$ cat config.mk
export PLATFORM = sky130hd
export DESIGN_NAME = dscp_port
export DESIGN_NICKNAME = d
export VERILOG_FILES = /design/src/verilog/dscp_pkg.sv /design/src/verilog/dscp_port.sv
export SDC_FILE = /design/constraint.sdc
export NUM_CORES = 2
export LEC_CHECK = 0
export BUFFER_PORTS_ARGS = -buffer_cell sky130_fd_sc_hd__buf_2
export CORE_MARGIN = 2
export CORE_UTILIZATION = 40
export DETAILED_ROUTE_END_ITERATION = 8
export HOLD_SLACK_MARGIN = 0.03
export PLACE_DENSITY_LB_ADDON = 0.12
export SLEW_MARGIN = 20
export SYNTH_ARGS = -nofsm -noshare
export SYNTH_HDL_FRONTEND = slang
export SYNTH_SLANG_ARGS = --single-unit
$ cat constraint.sdc
create_clock -name mclk -period 133.7 [get_ports mclk]
set_input_delay 40.11 -clock mclk [delete_from_list [all_inputs] [get_ports mclk]]
set_output_delay 40.11 -clock mclk [all_outputs]
set_load 0.005 [all_outputs]
$ cat src/verilog/dscp_pkg.sv
/*
 Constants and types of the serial configuration port of a dual converter.
 Assumes a 25 MHz system clock that oversamples the serial link pins.
*/
// Notes on behaviour
// - Each cycle opens with eight instruction bits on the first rising edges.
// - Chip select high then low restarts bit timing at the instruction.
// - Data phase carries one or more bytes right after the instruction.
// - A written register updates as soon as its last data bit arrives.
// - Tuning word writes apply only on the update bit.
// - Instruction bit 7 set means read, clear means write.
// - Instruction bits 6 to 0 give the first register address.
// - Later byte addresses are generated inside, direction from bit order.
// - Instruction and write data bits are sampled on serial clock rise.
// - Read data changes on the serial clock falling edge.
// - With chip select high both data outputs float.
// - Port logic is timed by the sample clock, which finds serial clock edges.
// - Port offers one bidirectional pin or separate in and out pins.
// - Register 0x00 bit 7 picks bidirectional mode; output pin then floats.
// - Register 0x00 bit 6 picks LSB first; reset value is MSB first.
// - MSB first decrements address toward 0x00, LSB first increments.
package dscp_pkg;
   localparam int unsigned ADDR_W = 7;
   localparam int unsigned DATA_W = 8;
   localparam int unsigned NREG = 128;
   localparam logic [6:0] COMM_ADDR = 7'h00;
   localparam logic [6:0] UPD_ADDR = 7'h36;
   localparam logic [6:0] TW_FIRST = 7'h30;
   localparam logic [6:0] TW_LAST = 7'h35;
   localparam int unsigned BIDIR_BIT = 7;
   localparam int unsigned LSBF_BIT = 6;
   localparam int unsigned RW_BIT = 7;
   localparam int unsigned UPD_BIT = 0;
   localparam logic [7:0] COMM_RST = 8'h00;
   localparam logic [7:0] REG_RST = 8'h00;
   localparam logic [2:0] LAST_BIT = 3'h7;
   typedef enum logic [1:0] {
      DSCP_IDLE = 2'b00,
      DSCP_INSTR = 2'b01,
      DSCP_DATA = 2'b11
   } dscp_state_t;
   typedef struct packed {
      logic bidir;
      logic lsb_first;
   } dscp_mode_t;
endpackage : dscp_pkg

$ cat src/verilog/dscp_port.sv
/*
 Serial configuration port: instruction byte then data bytes, register
 array, held-back tuning registers. Assumes sclk, cs_n, sdio_in are
 asynchronous pins oversampled by mclk, at least 8x faster than sclk.
*/
`timescale 1ns/1ps
`default_nettype none
module dscp_port (
   input wire logic mclk,
   input wire logic rst,
   input wire logic sclk,
   input wire logic cs_n,
   input wire logic sdio_in,
   output logic sdio_out,
   output logic sdio_oe,
   output logic serial_data_out,
   output logic serial_data_out_oe,
   output dscp_pkg::dscp_mode_t mode,
   output logic [7:0] tuning_word_active [dscp_pkg::TW_FIRST:dscp_pkg::TW_LAST]
);
   import dscp_pkg::*;

   // ==========================================================
   // Pin synchronisers
   // Edges reach the logic three mclk late, so sclk stays at or below mclk/8
   logic [1:0] s_sclk, s_cs, s_din;
   logic sclk_d;
   always_ff @(posedge mclk or posedge rst) begin
      if (rst) begin
         s_sclk <= 2'h0;
         s_cs <= 2'h3;
         s_din <= 2'h0;
         sclk_d <= 1'b0;
      end else begin
         s_sclk <= {s_sclk[0], sclk};
         s_cs <= {s_cs[0], cs_n};
         s_din <= {s_din[0], sdio_in};
         sclk_d <= s_sclk[1];
      end
   end
   // Port is timed by serial clock edges found here
   wire rise = s_sclk[1] & ~sclk_d;
   wire fall = ~s_sclk[1] & sclk_d;
   wire cs_act = ~s_cs[1];

   // ==========================================================
   // Protocol state
   dscp_state_t state, next_state;
   logic [2:0] cnt, next_cnt;
   logic [7:0] sh, next_sh;
   logic [6:0] addr, next_addr;
   logic rd, next_rd;
   logic [7:0] tx, next_tx;
   logic dout, next_dout;
   // Set by the first fall of a read, so the host's last bit is not fought
   logic send, next_send;
   logic [7:0] regs [NREG];
   logic [7:0] twa [TW_FIRST:TW_LAST];
   logic wr_en;
   logic [7:0] wr_byte;
   logic lsbf;
   assign lsbf = regs[COMM_ADDR][LSBF_BIT];

   function automatic logic [7:0] rev(input logic [7:0] v);
      logic [7:0] r;
      r = 8'h00;
      for (int i = 0; i < DATA_W; i++) r[i] = v[DATA_W - 1 - i];
      return r;
   endfunction : rev

   always_comb begin
      logic [7:0] full;
      logic [7:0] ord;
      full = 8'h00;
      ord = 8'h00;
      next_state = state;
      next_cnt = cnt;
      next_sh = sh;
      next_addr = addr;
      next_rd = rd;
      next_tx = tx;
      next_dout = dout;
      next_send = send;
      wr_en = 1'b0;
      wr_byte = 8'h00;
      case (state)
         DSCP_IDLE: begin
            next_send = 1'b0;
            // Falling chip select restarts at the instruction
            if (cs_act) begin
               next_state = DSCP_INSTR;
               next_cnt = 3'h0;
            end
         end
         DSCP_INSTR: begin
            if (!cs_act) begin
               next_state = DSCP_IDLE;
            end else if (rise) begin
               // Sample on rising edge, shift left so first bit ends at 7
               full = {sh[6:0], s_din[1]};
               next_sh = full;
               next_cnt = cnt + 3'h1;
               if (cnt == LAST_BIT) begin
                  ord = lsbf ? rev(full) : full;
                  next_rd = ord[RW_BIT];
                  next_addr = ord[6:0];
                  next_tx = lsbf ? regs[ord[6:0]] : rev(regs[ord[6:0]]);
                  next_state = DSCP_DATA;
               end
            end
         end
         DSCP_DATA: begin
            if (!cs_act) begin
               next_state = DSCP_IDLE;
            end else begin
               // tx holds bits in send order from bit 0
               if (fall && rd) begin
                  next_send = 1'b1;
                  next_dout = tx[0];
                  next_tx = {1'b0, tx[7:1]};
               end
               if (rise) begin
                  full = {sh[6:0], s_din[1]};
                  next_sh = full;
                  next_cnt = cnt + 3'h1;
                  if (cnt == LAST_BIT) begin
                     wr_byte = lsbf ? rev(full) : full;
                     wr_en = ~rd;
                     // Auto address direction
                     next_addr = lsbf ? addr + 7'h01 : addr - 7'h01;
                     next_tx = lsbf ? regs[next_addr] : rev(regs[next_addr]);
                  end
               end
            end
         end
         default: next_state = DSCP_IDLE;
      endcase
   end

   always_ff @(posedge mclk or posedge rst) begin
      if (rst) begin
         state <= DSCP_IDLE;
         cnt <= 3'h0;
         sh <= 8'h00;
         addr <= 7'h00;
         rd <= 1'b0;
         tx <= 8'h00;
         dout <= 1'b0;
         send <= 1'b0;
      end else begin
         state <= next_state;
         cnt <= next_cnt;
         sh <= next_sh;
         addr <= next_addr;
         rd <= next_rd;
         tx <= next_tx;
         dout <= next_dout;
         send <= next_send;
      end
   end

   // ==========================================================
   // Register array; tuning registers staged until update bit
   logic [NREG-1:0] wr_sel;
   logic tw_load;
   always_comb begin
      wr_sel = '0;
      if (wr_en) wr_sel[addr] = 1'b1;
   end
   // Level, not a strobe: staging stays open while the update bit is set
   assign tw_load = regs[UPD_ADDR][UPD_BIT];

   genvar g;
   generate
      for (g = 0; g < NREG; g++) begin : g_reg
         always_ff @(posedge mclk or posedge rst) begin
            if (rst) regs[g] <= (g == COMM_ADDR) ? COMM_RST : REG_RST;
            else if (wr_sel[g]) regs[g] <= wr_byte;
         end
      end
      for (g = TW_FIRST; g <= TW_LAST; g++) begin : g_tw
         always_ff @(posedge mclk or posedge rst) begin
            if (rst) twa[g] <= REG_RST;
            else if (tw_load) twa[g] <= regs[g];
         end
      end
   endgenerate

   // ==========================================================
   // Pin drivers
   logic drive;
   logic next_sdio_oe, next_pin_oe;
   dscp_mode_t next_mode;
   assign drive = send && state == DSCP_DATA && cs_act;
   always_comb begin
      next_mode = '{bidir: regs[COMM_ADDR][BIDIR_BIT], lsb_first: lsbf};
      // Float both when deselected; out pin floats in 3-wire
      next_sdio_oe = drive && next_mode.bidir;
      next_pin_oe = drive && !next_mode.bidir;
   end

   // Every pin leaves a flip-flop, so no decode glitch reaches the board
   always_ff @(posedge mclk or posedge rst) begin
      if (rst) begin
         sdio_out <= 1'b0;
         sdio_oe <= 1'b0;
         serial_data_out <= 1'b0;
         serial_data_out_oe <= 1'b0;
         mode <= '0;
         tuning_word_active <= '{default: 8'h00};
      end else begin
         sdio_out <= next_dout;
         serial_data_out <= next_dout;
         sdio_oe <= next_sdio_oe;
         serial_data_out_oe <= next_pin_oe;
         mode <= next_mode;
         tuning_word_active <= twa;
      end
   end
endmodule : dscp_port
`default_nettype wire
# --- Yosys cells after proc, flatten, opt, wreduce, memory -nomap -nowiden ---
# Cells that the tools add are included.
word_totals:
  mem_count: 0
  inputBits: 5
  latch_bits: 0
  register_bits: 1161
  word_cells: 256
  mem_bits_ro: 0
  mem_bits_rw: 0
op_classes:
  mul: 0
  n_shift: 0
  muxes: 49
  bitwise: 8
  n_lt_le_gt_ge: 4
  eq_ne: 16
  div: 0
  reduce_logical: 20
  n_addsub: 3
ops:
  columns: ["operator", "n"]
  rows:
  - ["$mux W8", 18]
  - ["$mux W128", 1]
  - ["$bmux W8 S7", 2]
  - ["$mux W7", 7]
  - ["$ne A2 B2 Y1 const B", 10]
  - ["$ge A8 B8 Y1 const B", 2]
  - ["$not A7 Y8", 2]
  - ["$pmux W8 S2", 1]
  - ["$pmux W7 S2", 1]
  - ["$reduce_and A4 Y1", 3]
  - ["$mux W2", 5]
  - ["$mux W3", 3]
  - ["$reduce_and A3 Y1", 3]
  - ["$lt A7 B8 Y1 const B", 1]
  - ["$add A7 B1 Y7 const B", 1]
  - ["$demux W1 S7", 1]
  - ["$ge A7 B1 Y1 const B", 1]
  - ["$mux W1", 7]
  - ["$reduce_and A7 Y1", 1]
  - ["$sub A7 B1 Y7 const B", 1]
  - ["$logic_and A1 B1 Y1", 6]
  - ["$ne A3 B3 Y1 const B", 2]
  - ["$pmux W2 S3", 1]
  - ["$pmux W3 S2", 1]
  - ["other kinds (13)", 19]

# --- Depth between registers and ports, before layout ---
logic_depth:
  word_depth: 11
  ltp_mapped: 18
  depth_no_buf: 11

# --- Least setup slack after synthesis ---
# No wires, ideal clock.
synth_path:
  path_kind: "register to output"
  start: "register serial_data_out"
  end: "output port serial_data_out"
  arrival_time_ns: 0.511
  required_ns: 93.590
  path_slack_ns: 93.079
  path_stages_with_launch: 2
  cell_sequence: "dfrtp_1 -> buf_4"
synth_lines:
  columns: ["element", "line", "source"]
  rows:
  - ["start, declared", "dscp_port.sv:16", "output logic serial_data_out,"]
  - ["start signal, assigned", "dscp_port.sv:213", "serial_data_out <= next_dout;"]
# No word-level cell between the ends.

==> qor.csv <==
stage,metric,value,unit
detailed_routing,routed_wire_length_per_instance,27.3,µm
cts,postCtsSetupBuffers,0,
cts,clkLatencyLatePin,0.81,ns
hold_path,hold_depth,0,
detailed_routing,dr_total_vias,47500,
sta,grt_setup_unrepaired,no,
global_route,pin_count_of_the_biggest_net_entering_global_routing,167,
yosys,number_of_cells_produced_by_synthesis,6119,
yosys,yosys_most_used_dff,dfrtp_1,
die,placementRows,141,
die,fp.dieArea,0.153,mm²
yosys,synth_nets,6132,
sta,clock_period_minus_worst_slack,42.50,ns
hold_path,holdCritPathClass,flop to flop,
worst_setup_path,startpoint_to_endpoint_class_of_the_critical_path,input port to asynchronous set/reset pin,
detailed_routing,first_iter_violations,5310,
cts,tritoncts,done,
cts,cts_root_buffer,clkbuf_16,
worst_setup_path,path_max_fanout,113,
cts,postCtsHoldBufs,0,
worst_setup_path,r2r_start,addr[0],
finish,fill_cells,14200,
power_and_ir_drop,pwr_density_cell,12.9,mW/mm²
yosys,yosysWarningCount,0,
yosys,synth.distinct_cells,79,
power_and_ir_drop,worst_vdd_rail_ir_drop,0.0140,mV
finish,design.final.nets,5896,
yosys,netlist_area,0.0599,mm²
global_route,antenna_found_initial,7,
finish,layout-area-overhead-vs-synth,10.0,%
worst_setup_path,timing.reg2reg.setup_slack,126.89,ns
finish,stdcell_count,7920,
die,core-area,0.148,mm²
sta,setup-violations-final,0,
placement,place.detailed.hpwl,137000,µm
cts,clock_tree.buffer_depth,3,
worst_setup_path,cp.arrival,43.35,ns
detailed_routing,remaining_drc_errors,0,
global_route,globalRouteTotalUtil,28.5,%
yosys,syn_area_per_cell,9.79,µm²
detailed_routing,drt-pass1-iter-count,6,
global_route,grt_overflow_total,0,
worst_setup_path,sort_of_element_at_the_end_of_the_critical_path,asynchronous set/reset pin,
power_and_ir_drop,power,0.000848,W
sta,slew_violations,0,
sta,transition_time_of_the_tightest_slew_check_pin,1.27,ns
yosys,synth-seq-area-share,48.5,%
yosys,yosysTopAreaCellShare,48.4,%
yosys,synth_seq_cells,1161,
cts,number_of_cells_upsized_or_downsized_after_cts,0,
placement,dpl_cell_area,0.0612,mm²
run_status,outcome,"finished, final reports clean",
die,top_level_ports,59,
placement,port_buffers,58,
detailed_routing,wirelength,216000,µm
finish,layout-drive-gt1-share,13.5,%
run,maxcap_viol_count,0,
placement,place.gp.congestion,0.931,
power_and_ir_drop,p_leak,27.2,nW
global_route,first_pass_grt_wire_length,322000,µm
yosys,synth_enable_flop_cells,0,
detailed_routing,postRouteAntennaNets,0,
worst_setup_path,cp-start-kind,input port,
cts,cts_made_buffers,138,
worst_setup_path,worst_r2r_path_depth,11,
die,start_util,40.4,%
sta,timing.hold.ws,0.358,ns
sta,fin_tns_setup,0,ns
worst_setup_path,worst_r2r_endpoint,tx[2],
yosys,async_reset_ff_share,100,%
detailed_routing,post_drt_via_cell_ratio,6.00,
sta,slew_headroom,13.1,%
die,dieHeight,391,µm
worst_setup_path,cp.required,134.55,ns
global_route,via_count_of_the_first_global_routing_pass,44900,
cts,clk_transition_reported_paths,0.06,ns
finish,final_area,0.0659,mm²
yosys,yosysTopAreaCell,dfrtp_1,
sta,hold_violations,0,
sta,clock-skew-final,0.0413,ns
cts,cts-htree-levels,4,
hold_path,worstHoldStart,s_sclk[0],
hold_path,timing.hold.worst_endpoint,s_sclk[1],
die,die_outline_width,391,µm
yosys,netlist_top_cells_area,"dfrtp_1, mux4_2, nand2_1",
placement,post-place-cells,7672,
cts,clock-sinks,1161,
sta,maxClockFrequency,23.5,MHz
sta,period_share,31.8,%
-- area by class of cell --
class	instances	area, µm²	area share [%]
diodes	2	5.00	0.00760
clock buffers	206	4060	6.16
clock inverters	39	622	0.944
inverters	9	41.3	0.0627
multi-input cells	4431	28600	43.4
flip-flops and latches	1161	29100	44.1
well taps	1930	2410	3.66
repair buffers	142	1070	1.62
-- power breakdown --
part / switching [W] / internal (W)
sequential: 0.00000349 / 0.000353
combinational: 0.0000798 / 0.0000219
clock: 0.000162 / 0.000228
-- worst max-delay path: stages --
cell and delay (ns):
buf_2 0.13, inv_8 0.56, buf_4 0.72, buf_4 0.84, buf_4 0.74
-- Yosys cell counts (all sizes together) (7+ instances only) --
library cell	number
a211o	7
a211oi	14
a21oi	56
a22oi	30
a2bb2oi	7
a311oi	29
a31oi	49
a32oi	38
and2	10
and3	30
buf	197
clkbuf	321
dfrtp	1159
ha	7
inv	7
mux2	71
mux2i	242
mux4	336
nand2	1875
nand2b	12
nand3	331
nor2	66
nor3	20
nor4	13
o211ai	12
o21ai	1062
o22ai	18
o31ai	8
or3	7
-- state kept, by name (all words and copies together) (netlist names), 2 cells and up --
register / count
tx: 8
s_cs: 2
tuning_word_active: 48
twa: 48
cnt: 3
addr: 7
sh: 7
state: 2
s_din: 2
regs: 1022
s_sclk: 2
mode: 2
-- layout by cell type, fill, tap and decap left out, types with 13 or more instances in the layout --
cell type  Yosys  routed
mux2i_1      239     236
a211oi_1      14      14
nor2_1        64      52
nor3_1        17      17
buf_4         42      73
a22oi_1       30      30
a32oi_1       38      38
nand3_1      331     331
mux2_2        70      69
mux4_2       334     334
clkbuf_1     321      33
o22ai_1       18      18
nor4_1        13      13
a311oi_1      29      29
o21ai_1       13      13
clkinv_2       0      13
buf_2        110      58
a21oi_1       56      56
clkbuf_8       0      35
o21ai_0     1049    1049
nand2_1     1875    1867
and3_1        30      30
a31oi_1       49      49
clkbuf_16      0     138
dfrtp_1     1159    1156
-- cells by family (layout without fill, tap and decap cells) --
logic type,count (synthesis),in the layout,share of synthesized area [%]
compound gates,1378,1378,12.8
xor+xnor,7,7,0.115
fa+ha+maj,8,8,0.180
buf+inv,527,396,4.14
flops,1161,1161,48.5
mux,649,649,18.1
other cells,0,2,0
simple gates,2389,2389,16.2
-- routing by layer --
layer	up-vias	track usage, %	wire, µm
li1	21200	-	-
met1	24000	41.9	96300
met2	1981	42.1	95200
met3	385	5.08	16700
met4	6	10.5	8230
met5	-	0	30
-- worst max-delay path by stage --
stage | slack [ns] | end | from
final | 91.20 | regs[864] | rst
after global routing | 90.64 | regs[794] | rst
after CTS | 91.07 | regs[794] | rst
after floorplan | 60.89 | addr[0] | rst
after global placement | 90.19 | regs[840] | rst
after detailed placement | 90.20 | regs[864] | rst
-- per-stage QoR --
stage / utilization [%] / setup WS [ns]
2_1_floorplan: - / 60.89
3_3_place_gp: 41.3 / 90.19
3_5_place_dp: 41.3 / 90.20
4_1_cts: 44.4 / 91.07
5_1_grt: 44.5 / 90.64
6_report: 44.5 / 91.20
No activity file was read; power rests on OpenSTA's default activity.
